`config.mk`:
```
export PLATFORM = sky130hd
export DESIGN_NAME = scsc_top
export DESIGN_NICKNAME = d
export VERILOG_FILES = /design/src/rtl/scsc_pkg.sv /design/src/rtl/scsc_top.sv
export VERILOG_INCLUDE_DIRS = /design/src /design/src/rtl
export SDC_FILE = /design/constraint.sdc
export NUM_CORES = 1
export LEC_CHECK = 0
export BUFFER_PORTS_ARGS = -buffer_cell sky130_fd_sc_hd__buf_2
export CORE_MARGIN = 4
export CORE_UTILIZATION = 43
export DETAILED_ROUTE_END_ITERATION = 7
export PLACE_DENSITY_LB_ADDON = 0.15
export SYNTH_ARGS = -nofsm -noshare
export SYNTH_HDL_FRONTEND = slang
export SYNTH_SLANG_ARGS = --single-unit
```
`constraint.sdc`:
```
create_clock -name clk_sys -period 3.4 [get_ports clk_sys]
set_input_delay 0.34 -clock clk_sys [delete_from_list [all_inputs] [get_ports clk_sys]]
set_output_delay 0.34 -clock clk_sys [all_outputs]
set_load 0.01 [all_outputs]
```
`src/rtl/scsc_consts.svh`:
```
// Constants for the system clock switch control block
`ifndef SCSC_CONSTS_SVH
`define SCSC_CONSTS_SVH

// Register byte offsets
`define SCSC_OFS_CTRL        8'h00
`define SCSC_OFS_STAT        8'h04
`define SCSC_OFS_TCTRL       8'h08

// Control register fields
`define SCSC_CTRL_SCS_LSB    0
`define SCSC_CTRL_IFS_LSB    3

// Status register fields
`define SCSC_STAT_SUC        0
`define SCSC_STAT_T1RDY      1
`define SCSC_STAT_RUN_LSB    2
`define SCSC_STAT_BUSY       5
`define SCSC_STAT_SRC_LSB    6

// Timer control register fields
`define SCSC_TCTRL_EN        0

// Reset values
`define SCSC_RST_SCS         2'h0
`define SCSC_RST_IFS         4'h7

// Timing counts
`define SCSC_OST_COUNT       11'h400
`define SCSC_SYNC_EDGES      2'h2

// AXI responses
`define SCSC_RESP_OKAY       2'h0
`define SCSC_RESP_SLVERR     2'h2

`endif

```
`src/rtl/scsc_pkg.sv`:
```
// Types for the system clock switch control block
package scsc_pkg;

  // Clock source codes, also the index into oscillator vectors
  typedef enum logic [2:0] {
    SRC_EXT = 3'h0,
    SRC_T1  = 3'h1,
    SRC_HF  = 3'h2,
    SRC_MF  = 3'h3,
    SRC_LF  = 3'h4
  } scsc_src_t;

  // Switch sequencer states, one-hot
  typedef enum logic [3:0] {
    ST_RUN  = 4'h1,
    ST_WARM = 4'h2,
    ST_FALL = 4'h4,
    ST_HOLD = 4'h8
  } scsc_state_t;

  // Raw oscillator pins: clocks indexed by source, readies 1..4
  typedef struct packed {
    logic [4:1] rdy;
    logic [4:0] clk;
  } scsc_osc_pins_t;

  // Configuration word straps and companion enables
  typedef struct packed {
    logic [2:0] osc_mode;
    logic       two_speed_en;
    logic       watchdog_en;
    logic       failsafe_en;
  } scsc_cfg_t;

endpackage

```
`src/rtl/scsc_top.sv`:
```
// System clock source selection and glitch-free switch sequencer
//
// Contract
// - Powered-down new oscillator started, delay awaited first
// - Wait old falling edge, hold low, new rise
// - Status shows running state of three oscillators
// - Same oscillator frequency change skips start-up delay
// - Select 00 uses configured primary source
// - Select 01 uses timer crystal oscillator
// - Select 1x uses internal block frequency
// - Reset clears clock source select
// - Automatic switches never alter source select
// - Startup flag set running external after timer
// - Startup flag ignores timer oscillator
// - Read-only timer oscillator ready flag, enable bit
// - Crystal modes count 1024 cycles before use
// - Two-speed runs internal clock while counting
// - Two-speed disabled outside crystal modes
// - Count done sets flag, moves to external
// - Sleep aborts count, flag stays clear
// - Low-frequency oscillator off unless watchdog/monitor; here also on while it is the current or target source
// - Reset loads frequency select with 0111
//
// Chosen here: the AXI4-Lite register port and the register offsets.
`timescale 1ns/100ps
`include "scsc_consts.svh"

module scsc_top (
  // Clock and reset
  input  wire logic                    clk_sys,
  input  wire logic                    reset,
  // Oscillator pins and configuration
  input  wire scsc_pkg::scsc_osc_pins_t osc_pins,
  input  wire scsc_pkg::scsc_cfg_t     cfg,
  input  wire logic                    sleep_req,
  // Clock outputs
  output logic                         sys_clk_out,
  output logic [4:0]                   osc_enable,
  output logic [3:0]                   freq_select_active,
  // AXI4-Lite write address
  input  wire logic [7:0]              s_axi_awaddr,
  input  wire logic                    s_axi_awvalid,
  output logic                         s_axi_awready,
  // AXI4-Lite write data
  input  wire logic [31:0]             s_axi_wdata,
  input  wire logic [3:0]              s_axi_wstrb,
  input  wire logic                    s_axi_wvalid,
  output logic                         s_axi_wready,
  // AXI4-Lite write response
  output logic [1:0]                   s_axi_bresp,
  output logic                         s_axi_bvalid,
  input  wire logic                    s_axi_bready,
  // AXI4-Lite read address
  input  wire logic [7:0]              s_axi_araddr,
  input  wire logic                    s_axi_arvalid,
  output logic                         s_axi_arready,
  // AXI4-Lite read data
  output logic [31:0]                  s_axi_rdata,
  output logic [1:0]                   s_axi_rresp,
  output logic                         s_axi_rvalid,
  input  wire logic                    s_axi_rready
);
  import scsc_pkg::*;

  // Oscillator owning a frequency select code
  function automatic scsc_src_t int_src(input logic [3:0] ifs);
    if (ifs[3:1] == 3'h0) begin
      int_src = SRC_LF;
    end else if (!ifs[3]) begin
      int_src = SRC_MF;
    end else begin
      int_src = SRC_HF;
    end
  endfunction

  // Synchronisers: three stages, level moves when stages 2 and 3 agree
  logic [8:0] sync1_r;
  logic [8:0] sync2_r;
  logic [8:0] sync3_r;
  logic [8:0] lvl_r;
  logic [8:0] lvl_nxt;
  logic [8:0] raw_in;

  assign raw_in = {osc_pins.rdy, osc_pins.clk};

  genvar gi;
  generate
    for (gi = 0; gi < 9; gi = gi + 1) begin : g_sync
      assign lvl_nxt[gi] = (sync2_r[gi] == sync3_r[gi]) ? sync3_r[gi]
                                                          : lvl_r[gi];
    end
  endgenerate

  always_ff @(posedge clk_sys or posedge reset) begin
    if (reset) begin
      sync1_r <= 9'h000;
      sync2_r <= 9'h000;
      sync3_r <= 9'h000;
      lvl_r   <= 9'h000;
    end else begin
      sync1_r <= raw_in;
      sync2_r <= sync1_r;
      sync3_r <= sync2_r;
      lvl_r   <= lvl_nxt;
    end
  end

  // Edge pulses of the oscillator clocks, one system cycle each
  logic [4:0] clk_rise;
  logic [4:0] clk_fall;
  logic [4:0] clk_lvl;
  logic [4:0] rdy_lvl;

  assign clk_rise = lvl_nxt[4:0] & ~lvl_r[4:0];
  assign clk_fall = ~lvl_nxt[4:0] & lvl_r[4:0];
  assign clk_lvl  = lvl_r[4:0];
  assign rdy_lvl  = {lvl_r[8:5], 1'b0};

  // Software registers
  logic [1:0] scs_r;
  logic [3:0] ifs_r;
  logic       t1en_r;

  // Sequencer state
  scsc_state_t state_r;
  scsc_src_t   cur_r;
  scsc_src_t   tgt_r;
  logic [3:0]  ifs_act_r;
  logic [1:0]  hold_cnt_r;
  logic        sysclk_r;
  logic [4:0]  osc_en_r;
  logic [10:0] ost_cnt_r;
  logic        ost_done_r;

  // Mode decode
  logic crystal_mode;
  logic internal_oscillator_block_mode;
  logic two_speed;

  assign crystal_mode = (cfg.osc_mode < 3'h3);
  assign internal_oscillator_block_mode  = (cfg.osc_mode == 3'h4);
  assign two_speed    = crystal_mode && cfg.two_speed_en;

  // Wanted source; automatic two-speed choice never touches scs_r
  scsc_src_t want_src;
  scsc_src_t ifs_src;

  assign ifs_src = int_src(ifs_r);
  assign want_src =
      scs_r[1]              ? ifs_src :
      (scs_r == 2'h1)       ? SRC_T1 :
      internal_oscillator_block_mode           ? ifs_src :
      (two_speed && !ost_done_r) ? ifs_src :
      SRC_EXT;

  // A switch is needed on a new source or a new internal frequency
  logic need_switch;
  logic same_osc;

  assign same_osc    = (want_src == cur_r);
  assign need_switch = !same_osc ||
                       ((want_src != SRC_EXT) && (want_src != SRC_T1) &&
                        (ifs_r != ifs_act_r));

  // New oscillator usable; external crystal waits for the timer
  logic tgt_ready;

  assign tgt_ready =
      (tgt_r == SRC_EXT) ? (ost_done_r || !crystal_mode) :
      (osc_en_r[tgt_r] && rdy_lvl[tgt_r]);

  // Sequencer next state
  scsc_state_t state_nxt;

  always_comb begin
    state_nxt = state_r;
    case (state_r)
      ST_RUN: begin
        if (need_switch) begin
          // Same oscillator already running: no start-up wait
          state_nxt = same_osc ? ST_FALL : ST_WARM;
        end
      end
      ST_WARM: begin
        if (tgt_ready) begin
          state_nxt = ST_FALL;
        end
      end
      ST_FALL: begin
        if (clk_fall[cur_r]) begin
          state_nxt = ST_HOLD;
        end
      end
      ST_HOLD: begin
        if (clk_rise[tgt_r] && (hold_cnt_r == `SCSC_SYNC_EDGES - 2'h1)) begin
          state_nxt = ST_RUN;
        end
      end
      default: state_nxt = ST_RUN;
    endcase
  end

  // Sequencer registers
  always_ff @(posedge clk_sys or posedge reset) begin
    if (reset) begin
      state_r    <= ST_RUN;
      cur_r      <= SRC_MF;
      tgt_r      <= SRC_MF;
      ifs_act_r  <= `SCSC_RST_IFS;
      hold_cnt_r <= 2'h0;
    end else begin
      state_r <= state_nxt;
      if (state_r == ST_RUN) begin
        tgt_r <= want_src;
      end
      if (state_r == ST_HOLD && clk_rise[tgt_r]) begin
        hold_cnt_r <= hold_cnt_r + 2'h1;
      end else if (state_r != ST_HOLD) begin
        hold_cnt_r <= 2'h0;
      end
      if (state_r == ST_HOLD && state_nxt == ST_RUN) begin
        cur_r     <= tgt_r;
        ifs_act_r <= ifs_r;
      end
    end
  end

  // System clock: follows current source, low while handing over
  logic sysclk_nxt;

  assign sysclk_nxt =
      sleep_req                ? 1'b0 :
      (state_r == ST_HOLD)     ? 1'b0 :
      (state_r == ST_FALL)     ? (clk_lvl[cur_r] && !clk_fall[cur_r]) :
      clk_lvl[cur_r];

  // Oscillator enables; low-frequency one kept for watchdog or monitor
  logic [4:0] en_nxt;
  logic       lf_keep;

  assign lf_keep = cfg.watchdog_en || cfg.failsafe_en;

  generate
    for (gi = 1; gi < 5; gi = gi + 1) begin : g_en
      assign en_nxt[gi] = !sleep_req &&
                          ((cur_r == gi) || (tgt_r == gi) ||
                           ((gi == SRC_T1) && t1en_r));
    end
  endgenerate

  // External enable also while the start-up timer counts
  logic ext_en;

  assign ext_en    = !sleep_req && !internal_oscillator_block_mode;
  assign en_nxt[0] = ext_en;

  always_ff @(posedge clk_sys or posedge reset) begin
    if (reset) begin
      sysclk_r <= 1'b0;
      osc_en_r <= 5'h00;
    end else begin
      sysclk_r <= sysclk_nxt;
      // Low oscillator dropped after leaving it unless still needed
      osc_en_r <= en_nxt | {lf_keep, 4'h0};
    end
  end

  // Start-up timer: counts crystal rising edges, sleep aborts it
  always_ff @(posedge clk_sys or posedge reset) begin
    if (reset) begin
      ost_cnt_r  <= 11'h000;
      ost_done_r <= 1'b0;
    end else if (sleep_req || !crystal_mode) begin
      ost_cnt_r  <= 11'h000;
      ost_done_r <= 1'b0;
    end else if (!ost_done_r && clk_rise[SRC_EXT]) begin
      ost_cnt_r <= ost_cnt_r + 11'h001;
      if (ost_cnt_r == `SCSC_OST_COUNT - 11'h001) begin
        ost_done_r <= 1'b1;
      end
    end
  end

  // Status: startup flag only for external crystal, timer osc excluded
  logic       startup_complete_flag;
  logic       timer_osc_ready_flag;
  logic [2:0] int_running;

  assign startup_complete_flag = crystal_mode && ost_done_r &&
                                 (cur_r == SRC_EXT);
  assign timer_osc_ready_flag  = t1en_r && osc_en_r[SRC_T1] &&
                                 rdy_lvl[SRC_T1];
  assign int_running = osc_en_r[4:2] & rdy_lvl[4:2];

  // Register read values
  logic [31:0] ctrl_val;
  logic [31:0] stat_val;
  logic [31:0] tctrl_val;

  assign ctrl_val  = {25'h0, ifs_r, 1'b0, scs_r};
  assign stat_val  = {23'h0, cur_r, state_r != ST_RUN,
                      int_running, timer_osc_ready_flag,
                      startup_complete_flag};
  assign tctrl_val = {31'h0, t1en_r};

  // AXI write path: address and data taken in either order
  logic        aw_full_r;
  logic        w_full_r;
  logic [7:0]  awaddr_r;
  logic [31:0] wdata_r;
  logic [3:0]  wstrb_r;
  logic        bvalid_r;
  logic [1:0]  bresp_r;
  logic        do_write;
  logic        wr_ctrl;
  logic        wr_tctrl;
  logic        wr_hit;

  assign s_axi_awready = !aw_full_r && !bvalid_r;
  assign s_axi_wready  = !w_full_r && !bvalid_r;
  assign do_write      = aw_full_r && w_full_r && !bvalid_r;
  assign wr_ctrl       = do_write && (awaddr_r == `SCSC_OFS_CTRL);
  assign wr_tctrl      = do_write && (awaddr_r == `SCSC_OFS_TCTRL);
  // Status is read-only, so a write there still answers OKAY
  assign wr_hit        = (awaddr_r == `SCSC_OFS_CTRL) ||
                         (awaddr_r == `SCSC_OFS_STAT) ||
                         (awaddr_r == `SCSC_OFS_TCTRL);

  always_ff @(posedge clk_sys or posedge reset) begin
    if (reset) begin
      aw_full_r <= 1'b0;
      w_full_r  <= 1'b0;
      awaddr_r  <= 8'h00;
      wdata_r   <= 32'h0000_0000;
      wstrb_r   <= 4'h0;
      bvalid_r  <= 1'b0;
      bresp_r   <= `SCSC_RESP_OKAY;
    end else begin
      if (s_axi_awvalid && s_axi_awready) begin
        aw_full_r <= 1'b1;
        awaddr_r  <= s_axi_awaddr;
      end
      if (s_axi_wvalid && s_axi_wready) begin
        w_full_r <= 1'b1;
        wdata_r  <= s_axi_wdata;
        wstrb_r  <= s_axi_wstrb;
      end
      if (do_write) begin
        aw_full_r <= 1'b0;
        w_full_r  <= 1'b0;
        bvalid_r  <= 1'b1;
        bresp_r   <= wr_hit ? `SCSC_RESP_OKAY : `SCSC_RESP_SLVERR;
      end else if (bvalid_r && s_axi_bready) begin
        bvalid_r <= 1'b0;
      end
    end
  end

  // Software fields; every field sits in byte lane 0
  always_ff @(posedge clk_sys or posedge reset) begin
    if (reset) begin
      scs_r  <= `SCSC_RST_SCS;
      ifs_r  <= `SCSC_RST_IFS;
      t1en_r <= 1'b0;
    end else begin
      if (wr_ctrl && wstrb_r[0]) begin
        scs_r <= wdata_r[`SCSC_CTRL_SCS_LSB +: 2];
        ifs_r <= wdata_r[`SCSC_CTRL_IFS_LSB +: 4];
      end
      if (wr_tctrl && wstrb_r[0]) begin
        t1en_r <= wdata_r[`SCSC_TCTRL_EN];
      end
    end
  end

  // AXI read path: one read in flight, data one cycle after address
  logic        rvalid_r;
  logic [31:0] rdata_r;
  logic [1:0]  rresp_r;
  logic [31:0] rd_val;
  logic        rd_hit;

  assign s_axi_arready = !rvalid_r;
  assign rd_hit = (s_axi_araddr == `SCSC_OFS_CTRL) ||
                  (s_axi_araddr == `SCSC_OFS_STAT) ||
                  (s_axi_araddr == `SCSC_OFS_TCTRL);
  assign rd_val =
      (s_axi_araddr == `SCSC_OFS_CTRL) ? ctrl_val :
      (s_axi_araddr == `SCSC_OFS_STAT) ? stat_val :
      (s_axi_araddr == `SCSC_OFS_TCTRL) ? tctrl_val :
      32'h0000_0000;

  always_ff @(posedge clk_sys or posedge reset) begin
    if (reset) begin
      rvalid_r <= 1'b0;
      rdata_r  <= 32'h0000_0000;
      rresp_r  <= `SCSC_RESP_OKAY;
    end else if (s_axi_arvalid && s_axi_arready) begin
      rvalid_r <= 1'b1;
      rdata_r  <= rd_val;
      rresp_r  <= rd_hit ? `SCSC_RESP_OKAY : `SCSC_RESP_SLVERR;
    end else if (rvalid_r && s_axi_rready) begin
      rvalid_r <= 1'b0;
    end
  end

  // Outputs
  assign sys_clk_out        = sysclk_r;
  assign osc_enable         = osc_en_r;
  assign freq_select_active = ifs_act_r;
  assign s_axi_bvalid       = bvalid_r;
  assign s_axi_bresp        = bresp_r;
  assign s_axi_rvalid       = rvalid_r;
  assign s_axi_rdata        = rdata_r;
  assign s_axi_rresp        = rresp_r;

endmodule

```
## Word-level counts from Yosys, hierarchy flattened

Index checks and enable logic that the tools add are counted.

| storage, ports and cells | value |
|---|---|
| bits in registers | 133 |
| bits of input ports | 75 |
| output and inout port bits | 51 |
| logic and storage cells | 196 |

| cells by class | value |
|---|---|
| reductions and logical operators | 69 |
| bitwise operators | 6 |
| $add $sub $neg | 2 |
| magnitude comparators | 3 |
| muxes and demuxes | 51 |
| equal/unequal tests | 35 |

Operators with widths:

| cell | number |
|---|---|
| logical AND 1 bit | 32 |
| two-way mux 1 bit | 27 |
| two-way mux 11 bit | 2 |
| two-way mux 3 bit | 6 |
| two-way mux 9 bit | 2 |
| equality test 8 x 3 -> 1 bit, second input constant | 2 |
| equality test 8 x 4 -> 1 bit, second input constant | 2 |
| zero test 8 bit | 2 |
| two-way mux 4 bit | 4 |
| case mux 4 bit (4 select lines) | 1 |
| binary-select mux 1 bit (select 3 bit) | 5 |
| nonzero test 2 bit | 7 |
| logical OR 1 bit | 13 |
| equality test 3 x 2 -> 1 bit, second input constant | 4 |
| adder 11 x 1 -> 11 bit, second input constant | 1 |
| equality test 11 x 10 -> 1 bit, second input constant | 1 |
| AND 5 bit | 2 |
| zero test 1 bit | 10 |
| NOT 5 bit | 2 |
| equality test 1 bit | 9 |
| equality test 3 bit, second input constant | 3 |
| zero test 3 bit | 3 |
| equality test 4 x 1 -> 1 bit, second input constant | 2 |
| < comparator 3 x 4 -> 1 bit, second input constant | 2 |
| 17 further kinds | 22 |

## Longest topological paths before layout

Gate-level depths: netlist of run 1.

| logic depth | value |
|---|---|
| depth after elaboration | 15 |
| gate-level depth with buffers | 7 |

## Worst setup path before layout of run 1

Ideal clock, no wire load.

| timing | value |
|---|---|
| path type | flip-flop to flip-flop |
| start | reg tgt_r[0] |
| end | reg cur_r[2] |
| cell stages (with the launch flop) | 7 |
| path slack | 1.546 ns |
| data required time | 3.275 ns |
| period minus slack after synthesis | 1.854 ns |
| library setup time | 0.125 ns |
| data arrival time | 1.730 ns |
| path buffers | 2 |
| path through | dfstp_2 buf_2 or3b_2 nor3_2 o41a_2 buf_6 mux2_2 |

| between the ends | value |
|---|---|
| word-level cells in the longest chain between the ends | 8 |
| elaborated cells on any way between the ends | 15 |
| those cells by class | eq/ne (1); mux (10); reduce/logical (4) |

Ends and longest elaborated chain:

| element | RTL line | RTL |
|---|---|---|
| start: declaration | scsc_top.sv:127 | `scsc_src_t tgt_r;` |
| start signal: assignment | scsc_top.sv:214 | `tgt_r <= want_src;` |
| binary-select mux 1 bit (select 3 bit) | scsc_top.sv:170 | `(osc_en_r[tgt_r] && rdy_lvl[tgt_r]);` |
| two-way mux 1 bit (not written as such) | scsc_top.sv:170 |  |
| logical AND 1 bit | scsc_top.sv:170 |  |
| two-way mux 1 bit | scsc_top.sv:169 | `(tgt_r == SRC_EXT) ? (ost_done_r \|\| !crystal_mode) :` |
| two-way mux 4 bit | scsc_top.sv:185 | `if (tgt_ready) begin` |
| case mux 4 bit (4 select lines) * | scsc_top.sv:177 | `case (state_r)` |
| equality test 4 x 1 -> 1 bit * | scsc_top.sv:221 | `if (state_r == ST_HOLD && state_nxt == ST_RUN) begin` |
| logical AND 1 bit * | scsc_top.sv:221 |  |
| end signal: assignment | scsc_top.sv:222 | `cur_r <= tgt_r;` |
| end: declaration | scsc_top.sv:126 | `scsc_src_t cur_r;` |

Mark *: on every way between the ends. The rest lies on a longest branch, timed or not. The select of a mux whose other input is x is not followed.
A chain may end at the register's enable or synchronous reset.

## Worst setup path after layout of run 1

| timing | value |
|---|---|
| start | reg tgt_r[1] |
| end | reg hold_cnt_r[1] |

| between the ends | value |
|---|---|
| word-level cells in the longest chain between the ends | 4 |
| elaborated cells on any way between the ends | 5 |
| those cells by class | mux (3); reduce/logical (2) |

Ends and longest elaborated chain:

| element | RTL line | RTL |
|---|---|---|
| binary-select mux 1 bit (select 3 bit) * | scsc_top.sv:216 | `if (state_r == ST_HOLD && clk_rise[tgt_r]) begin` |
| two-way mux 1 bit (not written as such) * | scsc_top.sv:216 |  |
| logical AND 1 bit * | scsc_top.sv:216 |  |
| two-way mux 2 bit / nonzero test 2 bit (equally long branches) | - |  |
| end signal: assignment | scsc_top.sv:217 | `hold_cnt_r <= hold_cnt_r + 2'h1;` |
| end: declaration | scsc_top.sv:129 | `logic [1:0] hold_cnt_r;` |

Marked as above.

==> results.md, run 1 <==
* Outcome: finished, final reports clean
* Htree depth at 3
* IR drop worst, VDD at approximately 0.28 mV
* Hold slack at between 0.01 and 0.015 ns
* Max_cap viols at 0
* Number of warnings issued by yosys at 0
* Slew Viols, Final at 0
* Core ar. at about 0.011 mm²
* Crit path kind: reg2reg
* GPL Wtd Cong at approximately 0.83
* Starting Density at a little over two fifths
* Fraction of layout cells with a size suffix above 1 at ~30%
* Vias after detailed routing at 3,214
* HPWL Detailed at 6902 µm
* Max_slew headroom at about 46%
* First-pass GRT wire length at between 15,000 and 20,000 µm
* Number of synthesized flops with an enable pin at 0
* Filler instances at just under 1,000
* Unique cell type count in the Yosys netlist at 64
* Synth area leader: dfrtp_1
* Worst Clk Skew at between 0.02 and 0.025 ns
* Pleak at about 2.4 nW
* Setup TNS at 0 ns
* Critical path launch point type: flop
* Post-Syn Area per Cell at approximately 12 µm²
* Final Hold Viols at 0
* All-Layer GR Usage at roughly 16%
* Count leader, synth: dfrtp_1
* Top FF cell, synth: dfrtp_1
* CTS Root Cell: clkbuf_8
* WL final at 9394 µm
* Synth Instances at 405
* Reg2Reg Depth at 5
* Post-DR wirelength/cell at 15.13 µm
* Worst reg2reg setup slack at approximately 1.3 ns
* Die footprint at between 0.01 and 0.015 mm²
* Reg area at roughly 0.0027 mm²
* Worst-Skew Late Latency at between 0.3 and 0.4 ns
* Vias in the first global route at approximately 3,200
* Nets at 553
* RSZ-0062 raised after global routing: no
* Worst Path Max Fanout at 13
* Largest net degree at the start of global routing at 50
* Clock-pin transition on the worst setup and hold timing paths at around 0.11 ns
* Area growth, synth to finish at 12.10%
* Crit. End Element: flop
* Routed Antenna Nets at 0
* I/O Pins at ~130
* Initial antenna violation count at 0
* Fin crit share at between 60% and 70%
* Mapped Area at between 0.004 and 0.005 mm²
* Synth top area share at 50.38%
* Synth top cells by count: dfrtp_1, nor2_1, mux2_2, nand2_1, buf_4
* Tightest Hold Check Type: in2async
* CP required at between 3 and 4 ns
* Sequential area share after synthesis at ~56%
* Hold-fix buffers at CTS at 0
* CTS tree: yes
* Port Buffers at 71
* # rows at 38
* Worst-margin pin slew at approximately 0.80 ns
* Fin crit period at between 2 and 2.5 ns
* FFs w/ async S/R, synth at 100.0%
* Die Y-Extent at 113.3 µm
* DR iter-0 viols at between 100 and 150
* Power density over the cells at about 570 mW/mm²
* Multi-input logic area at around 0.0019 mm²
* # setup viols final at 0
* CTS buffer count at 9
* Gr ovfl total at 0
* Seq cells post-synth at about 110
* Die W at between 100 and 150 µm
* Postcts setup bufs at 0
* DRT Pass-1 Iters at 4
* N_diodes at 0
* Clk sinks at 107
* Drc violations at 0
* Vias per Instance at approximately 5.2
* Critical Path AT at 2.34 ns
* Maximum operating frequency at a little under 500 MHz
* Synth top area cells: dfrtp_1, mux2_2, dfstp_2
* CTS Buffer Depth at 2
* # resized after CTS at 0
[registers in the layout (all words and copies together) (netlist names), 2 cells and up]
signal / cells
awaddr_r: 8
cur_r: 3
freq_select_active: 4
hold_cnt_r: 2
ifs_r: 4
lvl_r: 9
osc_enable: 5
ost_cnt_r: 11
s_axi_rdata: 9
scs_r: 2
state_r: 4
sync1_r: 9
sync2_r: 9
sync3_r: 9
tgt_r: 3
wdata_r: 6
[worst paths after layout]
check / from / end
min in group clk_sys: osc_pins[8] / sync1_r[8]$_DFF_PP0_
setup / recovery: tgt_r[1]$_DFFE_PP1P_ / hold_cnt_r[1]$_DFFE_PP0P_
hold reg to reg: sync1_r[0]$_DFF_PP0_ / sync2_r[0]$_DFF_PP0_
max in group asynchronous: reset / ifs_r[2]$_DFFE_PP1P_
setup reg to reg: tgt_r[1]$_DFFE_PP1P_ / hold_cnt_r[1]$_DFFE_PP0P_
hold / removal: reset / s_axi_rdata[4]$_DFFE_PP0P_
[placed cells by master, fill, tap and decap left out, drive strengths merged, types with 4 or more instances in the layout]
cell type	n
xor2	11
a22oi	4
o21ai	17
nor2b	5
nand3b	9
clkbuf	10
maj3	8
nand4	4
a211oi	4
or3	4
nand3	7
inv	9
a21oi	11
nor4b	6
nand2	27
nor3	6
and2	4
mux2	30
buf	74
dfrtp	96
conb	25
dfstp	11
nor4	7
nor2	37
[cell families after synthesis]
group	count (synthesis)	synth area share, %
xor+xnor	14	2.572
flops	107	56.44
mux	32	7.767
compound gates	61	8.738
fa+ha+maj	10	2.204
buf+inv	43	5.825
other cells	1	0.07864
simple gates	137	16.37
[report_power, final]
group          switching (mW)  internal [mW]
registers               0.176           1.48
clock network           0.463          0.287
logic                   0.328          0.304
[metal layers]
metal  up-vias  routed length (µm)  track usage [%]
met4         0                 103            5.288
li1       1547                   -                -
met2        86                4325            23.93
met1      1573                4407            22.18
met3         8                 558            4.439
met5         -                   0                0
[layout make-up]
class / instances / area share (%)
repair buffers: 74 / 7.069
clock inverters: 6 / 1.170
flip-flops and latches: 107 / 50.35
well taps: 140 / 3.277
multi-input cells: 279 / 35.35
inverters: 5 / 0.3979
clock buffers: 10 / 2.388
[through the flow]
| step | power (mW) | cells | setup slack (ns) | util [%] | area (µm²) |
|---|---|---|---|---|---|
| after floorplan | 2.137 | 429 | 0.2610 | - | 4858 |
| after global placement | 2.293 | 605 | 1.421 | 47.55 | 5155 |
| after detailed placement | 2.320 | 605 | 1.355 | 47.55 | 5155 |
| after CTS | 3.084 | 621 | 1.341 | 49.31 | 5345 |
| after global routing | 3.247 | 621 | 1.200 | 49.31 | 5345 |
| final | 3.037 | 621 | 1.336 | 49.31 | 5345 |
[critical path, cell delays in order, from the launching register on]
cell and delay [ns]:
dfstp_2 0.69, or4bb_1 0.16, a21boi_0 0.11, nor4_1 0.67
nor2b_1 0.10, a211oi_1 0.23
Power figures use the tool's default switching activity.
==> inputs of run 2 (changes only) <==
clock period = 2 ns   (was 3.4 ns; I/O delays follow)
==> run 2 against run 1 <==
Fmax grew 7.6%. Largest cell class unchanged. Largest power group unchanged. Core utilization grew 2.7 points. Flip-flop and latch count is the same. Critical path type unchanged. Die area is the same. Critical endpoint is now cur_r[2]$_DFFE_PP0P_. Total power grew 79%. Register-to-register slack lost 1.3 ns. Clock power grew 92%. Final cell count grew 4.0%. Clock skew shrank 0.0068 ns.
==> results.md, run 2 (synthesized netlist as in run 1, its figures left out) <==
* Port Buffers at 71 (unchanged)
* Starting Density at 43.99% (unchanged)
* Hold path depth at 2
* Worst Path Max Fanout at 8 (-5)
* GPL Wtd Cong at 0.8474 (+1.6%)
* Worst-Skew Late Latency at 0.39 ns (about the same)
* Final Instance Area at 0.005640 mm² (+5.5%)
* CTS tree: yes
* Nets at 578 (+4.5%)
* Crit path kind: reg2reg
* Cell at the slowest stage of the critical path: or3b_2
* First-pass GRT wire length at 16,250 µm (+0.99%)
* DRT Pass-1 Iters at 6 (+2)
* # rows at 38 (unchanged)
* Drc violations at 0 (unchanged)
* Critical path launch point type: flop
* N_diodes at 0 (unchanged)
* Postcts setup bufs at 0 (unchanged)
* Power density over the cells at 963.4 mW/mm² (+70%)
* WL final at 9601 µm (+2.2%)
* WP buf/inv at 0 (unchanged)
* Pleak at 2.563 nW (+5.0%)
* Most frequent cells in the layout: dfrtp_1, buf_2, nor2_1, mux2_2, nand2_1
* # setup viols final at 0 (unchanged)
* Reg2Reg Depth at 4 (-1)
* Outcome: finished, final reports clean
* RSZ-0062 raised after global routing: no
* Vias in the first global route at 3,309 (+3.1%)
* Vias after detailed routing at 3,266 (+1.6%)
* Max_slew headroom at 62.46% (+16 points)
* Die W at 113.3 µm (unchanged)
* Htree depth at 3 (unchanged)
* Routed Antenna Nets at 0 (unchanged)
* Die Y-Extent at 113.3 µm (unchanged)
* CTS buffer count at 9 (unchanged)
* IR drop worst, VDD at 0.6946 mV (+140%)
* HPWL Detailed at 6928 µm (+0.38%)
* Crit-path leading delay family: simple AND/OR/NAND/NOR gates
* Clock-pin transition on the worst setup and hold timing paths at 0.11 ns (about the same)
* Crit. End Element: flop
* Critical path depth in cells at 4 (-1)
* Worst reg2reg setup slack at 0.08 ns (-1.25 ns)
* Vias per Instance at 5.056 (-2.3%)
* Area growth, synth to finish at 18.29%
* Clk sinks at 107 (unchanged)
* Die footprint at 0.01284 mm² (unchanged)
* Tightest Hold Check Type: in2reg
* Crit-path cells: or3b_2 > nor3_2 > o41a_4 > mux2_2
* CP required at 2.27 ns (-1.41 ns)
* Fin crit period at 1.918 ns (-0.1457 ns)
* Max_cap viols at 0 (unchanged)
* Largest net degree at the start of global routing at 52 (+4.0%)
* Critical Path AT at 2.19 ns (-0.15 ns)
* Fin crit share at 95.92% (+35 points)
* Worst-margin pin slew at 0.5617 ns (-0.2353 ns)
* CTS Buffer Depth at 2 (unchanged)
* Core ar. at 0.01084 mm² (unchanged)
* DR iter-0 viols at 183 (+74%)
* All-Layer GR Usage at 15.83% (-0.038 points)
* Final Hold Viols at 0 (unchanged)
* Filler instances at 985 (-0.61%)
* Post-route total power at 5.434 mW (+79%)
* Worst Clk Skew at 0.01533 ns (-0.006834 ns)
* I/O Pins at 126 (unchanged)
* Gr ovfl total at 0 (unchanged)
* Maximum operating frequency at 521.3 MHz (+7.6%)
* CTS Root Cell: clkbuf_8
* CP peak stage delay at 0.50 ns (-0.19 ns)
* Setup TNS at 0 ns (unchanged)
* Slew Viols, Final at 0 (unchanged)
* Area after DPL at 0.005264 mm² (+2.1%)
* Number of flip-flops in the largest register at 11 (unchanged)
* Initial antenna violation count at 0 (unchanged)
* Fraction of layout cells with a size suffix above 1 at 31.03% (+1.1 points)
* Reg with most FFs: ost_cnt_r
* Commonest non-fill, non-tap cell in the layout: dfrtp_1
* Post-DR wirelength/cell at 14.86 µm (-1.8%)
[run 2: cell count changes in the layout (fill, tap and decap cells not counted), sizes merged]
cell and delta:
clkbuf -1, clkinvlp +2, clkinv +2, bufinv +1, dlygate4sd3 +14, inv -4
buf +11
[run 2: metal layers]
| metal | vias to the layer above | global-route usage (%) | wire [µm] |
|---|---|---|---|
| li1 | 1587 | - | - |
| met1 | 1579 | 22.13 | 4603 |
| met2 | 87 | 23.89 | 4287 |
| met3 | 13 | 3.636 | 519 |
| met4 | 0 | 6.410 | 191 |
| met5 | - | 0 | 0 |
[run 2: cell type report]
| type | instances | area, µm² | area share, % |
|---|---|---|---|
| clock buffer | 9 | 123.9 | 2.196 |
| clock inverter | 7 | 98.84 | 1.752 |
| inverter | 5 | 22.52 | 0.3993 |
| multi-input combinational | 279 | 1903 | 33.74 |
| sequential | 107 | 2691 | 47.72 |
| tap | 140 | 175.2 | 3.106 |
| timing repair buffer | 99 | 625.6 | 11.09 |
[run 2: what timing repair did]
| action | in CTS | in global routing |
|---|---|---|
| gates resized for setup | 0 | 3 |
| endpoints found under the hold margin | 23 | 0 |
| hold buffers | 14 | 0 |
| setup endpoints to repair | 0 | 7 |
[run 2: power by group]
group          total (mW)  switching [mW]  internal, mW
sequential           2.80           0.281          2.52
combinational        1.20           0.592         0.607
clock                1.44           0.826         0.612
[run 2: per-stage QoR]
stage	util (%)	cells	hold WS [ns]	worst slack (ns)
floorplan	-	429	0.2314	0.1456
global placement	48.56	616	0.2448	0.07539
detailed placement	48.56	616	0.2475	0.05830
CTS	51.90	646	0.01332	0.0008467
global route	52.03	646	0.009570	0.001102
finish	52.03	646	0.03439	0.08160
[run 2: worst paths after layout]
path | startpoint | to
hold reg to reg | sync1_r[3]$_DFF_PP0_ | sync2_r[3]$_DFF_PP0_
min in group asynchronous | reset | freq_select_active[3]$_DFFE_PP0P_
max in group asynchronous | reset | cur_r[1]$_DFFE_PP1P_
setup / recovery | tgt_r[2]$_DFFE_PP0P_ | cur_r[2]$_DFFE_PP0P_
hold / removal | s_axi_wdata[0] | wdata_r[0]$_DFFE_PP0P_
setup reg to reg | tgt_r[2]$_DFFE_PP0P_ | cur_r[2]$_DFFE_PP0P_
==> inputs of run 3 (changes only) <==
PLACE_DENSITY = 0.67   (was default)
PLACE_DENSITY_LB_ADDON = default   (was 0.15)
==> run 3 against run 2 <==
Die area is the same. Sequential share of layout area increased by 0.053 points. Cell area fell by 0.11%. Non-clock buffer count unchanged. Critical endpoint unchanged. Highest routed layer unchanged.
==> results.md, run 3 (synthesized netlist as in run 1, its figures left out) <==
* WL met3 at 646 µm (+24%)
* Final Instance Area at 0.005634 mm² (-0.11%)
* CTS buffer count at 9 (unchanged)
* First-pass GRT wire length at 16,280 µm (+0.22%)
* Vias in the first global route at 3,406 (+2.9%)
* Worst Path Max Fanout at 9 (+1)
* Max_cap viols at 0 (unchanged)
* Fraction of layout cells with a size suffix above 1 at 31.23% (+0.20 points)
* I/O Pins at 126 (unchanged)
* WL final at 9443 µm (-1.6%)
* Area growth, synth to finish at 18.16%
* Clock-pin transition on the worst setup and hold timing paths at 0.11 ns (about the same)
* Fin crit share at 94.34% (-1.6 points)
* Die Y-Extent at 113.3 µm (unchanged)
* GPL Wtd Cong at 0.8593 (+1.4%)
* Reg area at 0.002691 mm² (unchanged)
* CTS Root Cell: clkbuf_8
* Number of flip-flops in the largest register at 11 (unchanged)
* Worst Clk Skew at 0.02020 ns (+0.004876 ns)
* Gr ovfl total at 0 (unchanged)
* Fin crit period at 1.887 ns (-0.03168 ns)
* Setup TNS at 0 ns (unchanged)
* Reg with most FFs: ost_cnt_r
* N_diodes at 0 (unchanged)
* Final Hold Viols at 0 (unchanged)
* Most frequent cells in the layout: dfrtp_1, buf_2, nor2_1, mux2_2, nand2_1
* Vias per Instance at 5.124 (+1.3%)
* Worst-margin pin slew at 0.5351 ns (-0.02663 ns)
* Power density over the cells at 955.8 mW/mm² (-0.79%)
* HPWL Detailed at 6943 µm (+0.21%)
* Internal at 3.732 mW (about the same)
* DR iter-0 viols at 175 (-4.4%)
* Combinational Power Share at 22.2% (about the same)
* Hold slack at 0.02181 ns (-0.01258 ns)
* Clk sinks at 107 (unchanged)
* Critical path launch point type: flop
* Post-DR wirelength/cell at 14.62 µm (-1.6%)
* Die W at 113.3 µm (unchanged)
* Cell at the slowest stage of the critical path: or3b_2
* # rows at 38 (unchanged)
* CTS tree: yes
* Max_slew headroom at 64.24% (+1.8 points)
* Maximum operating frequency at 530.0 MHz (+1.7%)
* DRT Pass-1 Iters at 5 (-1)
* DR top layer: met4
* Filler instances at 1,010 (+2.5%)
* Vias after detailed routing at 3,310 (+1.3%)
* CTS Buffer Depth at 2 (unchanged)
* Starting Density at 43.99% (unchanged)
* RSZ-0062 raised after global routing: no
* Port Buffers at 71 (unchanged)
* Die footprint at 0.01284 mm² (unchanged)
* WL met1 at 4202 µm (-8.7%)
* Multi-input logic area at 0.001911 mm² (+0.39%)
* Crit. End Element: flop
* Slew Viols, Final at 0 (unchanged)
* Worst-Skew Late Latency at 0.37 ns (-0.02 ns)
* Nets at 578 (unchanged)
* Outcome: finished, final reports clean
* Pleak at 2.563 nW (about the same)
* IR drop worst, VDD at 0.5492 mV (-21%)
* Postcts setup bufs at 0 (unchanged)
* Core ar. at 0.01084 mm² (unchanged)
* Switch share at 30.69% (-0.57 points)
* All-Layer GR Usage at 15.57% (-0.26 points)
* Psw at 1.653 mW (-2.7%)
* Clk pwr share at 25.8% (-0.7 points)
* WP buf/inv at 0 (unchanged)
* Crit-path cells: or3b_2 > nor3_2 > o41a_4 > mux2_2
* Crit path kind: reg2reg
* Initial antenna violation count at 0 (unchanged)
* CP peak stage delay at 0.51 ns (about the same)
* Critical Path AT at 2.15 ns (-0.04 ns)
* Largest net degree at the start of global routing at 58 (+12%)
* Commonest non-fill, non-tap cell in the layout: dfrtp_1
* Tightest Hold Check Type: in2reg
* Area after DPL at 0.005271 mm² (+0.14%)
* Routed Antenna Nets at 0 (unchanged)
* CP required at 2.26 ns (about the same)
* Met2 WL at 4496 µm (+4.9%)
* Drc violations at 0 (unchanged)
* Crit-path leading delay family: simple AND/OR/NAND/NOR gates
* Sequential fraction of design power at 51.9% (+0.4 points)
* # setup viols final at 0 (unchanged)
* Htree depth at 3 (unchanged)
==> run 3: timing repair <==
item	4_1_cts	5_1_grt
hold endpoints to repair	31	0
setup endpoints to repair	0	5
resized for setup	0	5
hold buffers	13	0
==> run 3: final timing paths <==
| kind | startpoint | end | slack, ns | cells after the start |
|---|---|---|---|---|
| max | tgt_r[0]$_DFFE_PP1P_ | cur_r[2]$_DFFE_PP0P_ | 0.11 | 4 |
| min | cfg[0] | osc_enable[4]$_DFF_PP0_ | 0.02 | 2 |
| max reg2reg | tgt_r[0]$_DFFE_PP1P_ | cur_r[2]$_DFFE_PP0P_ | 0.11 | 4 |
| min reg2reg | sync1_r[8]$_DFF_PP0_ | sync2_r[8]$_DFF_PP0_ | 0.36 | 0 |
| max in group asynchronous | reset | cur_r[1]$_DFFE_PP1P_ | 0.92 | 4 |
| min in group asynchronous | reset | lvl_r[8]$_DFFE_PP0N_ | 0.39 | 3 |
==> run 3: final cells by class <==
cell class                 instances  area share [%]
inverter                           5          0.3997
tap                              140           3.109
clock inverter                     6           1.488
sequential                       107           47.77
timing repair buffer              99           11.06
clock buffer                      10           2.265
multi-input combinational        279           33.91
==> run 3: metrics by stage <==
stage	utilization (%)	worst slack, ns	instances	power [mW]
4_1_cts	51.78	0.06303	646	5.443
5_1_grt	51.97	0.01119	646	5.726
3_5_place_dp	48.63	0.09766	617	4.014
2_1_floorplan	-	0.1456	429	3.633
6_report	51.97	0.1133	646	5.385
3_3_place_gp	48.63	0.09209	617	3.974
==> run 3: layer usage <==
layer | vias to the layer above | global-route usage [%]
met4 | 0 | 5.208
met3 | 8 | 3.583
li1 | 1582 | -
met1 | 1616 | 20.57
met2 | 104 | 25.39
met5 | - | 0
==> run 3: power groups by stage <==
stage | Sequential [mW] | Clock (mW) | Combinational (mW)
global placement | 2.82 | 0 | 1.15
detailed placement | 2.84 | 0 | 1.18
global route | 2.85 | 1.53 | 1.34
finish | 2.80 | 1.39 | 1.20
floorplan | 2.75 | 0 | 0.882
CTS | 2.80 | 1.45 | 1.20
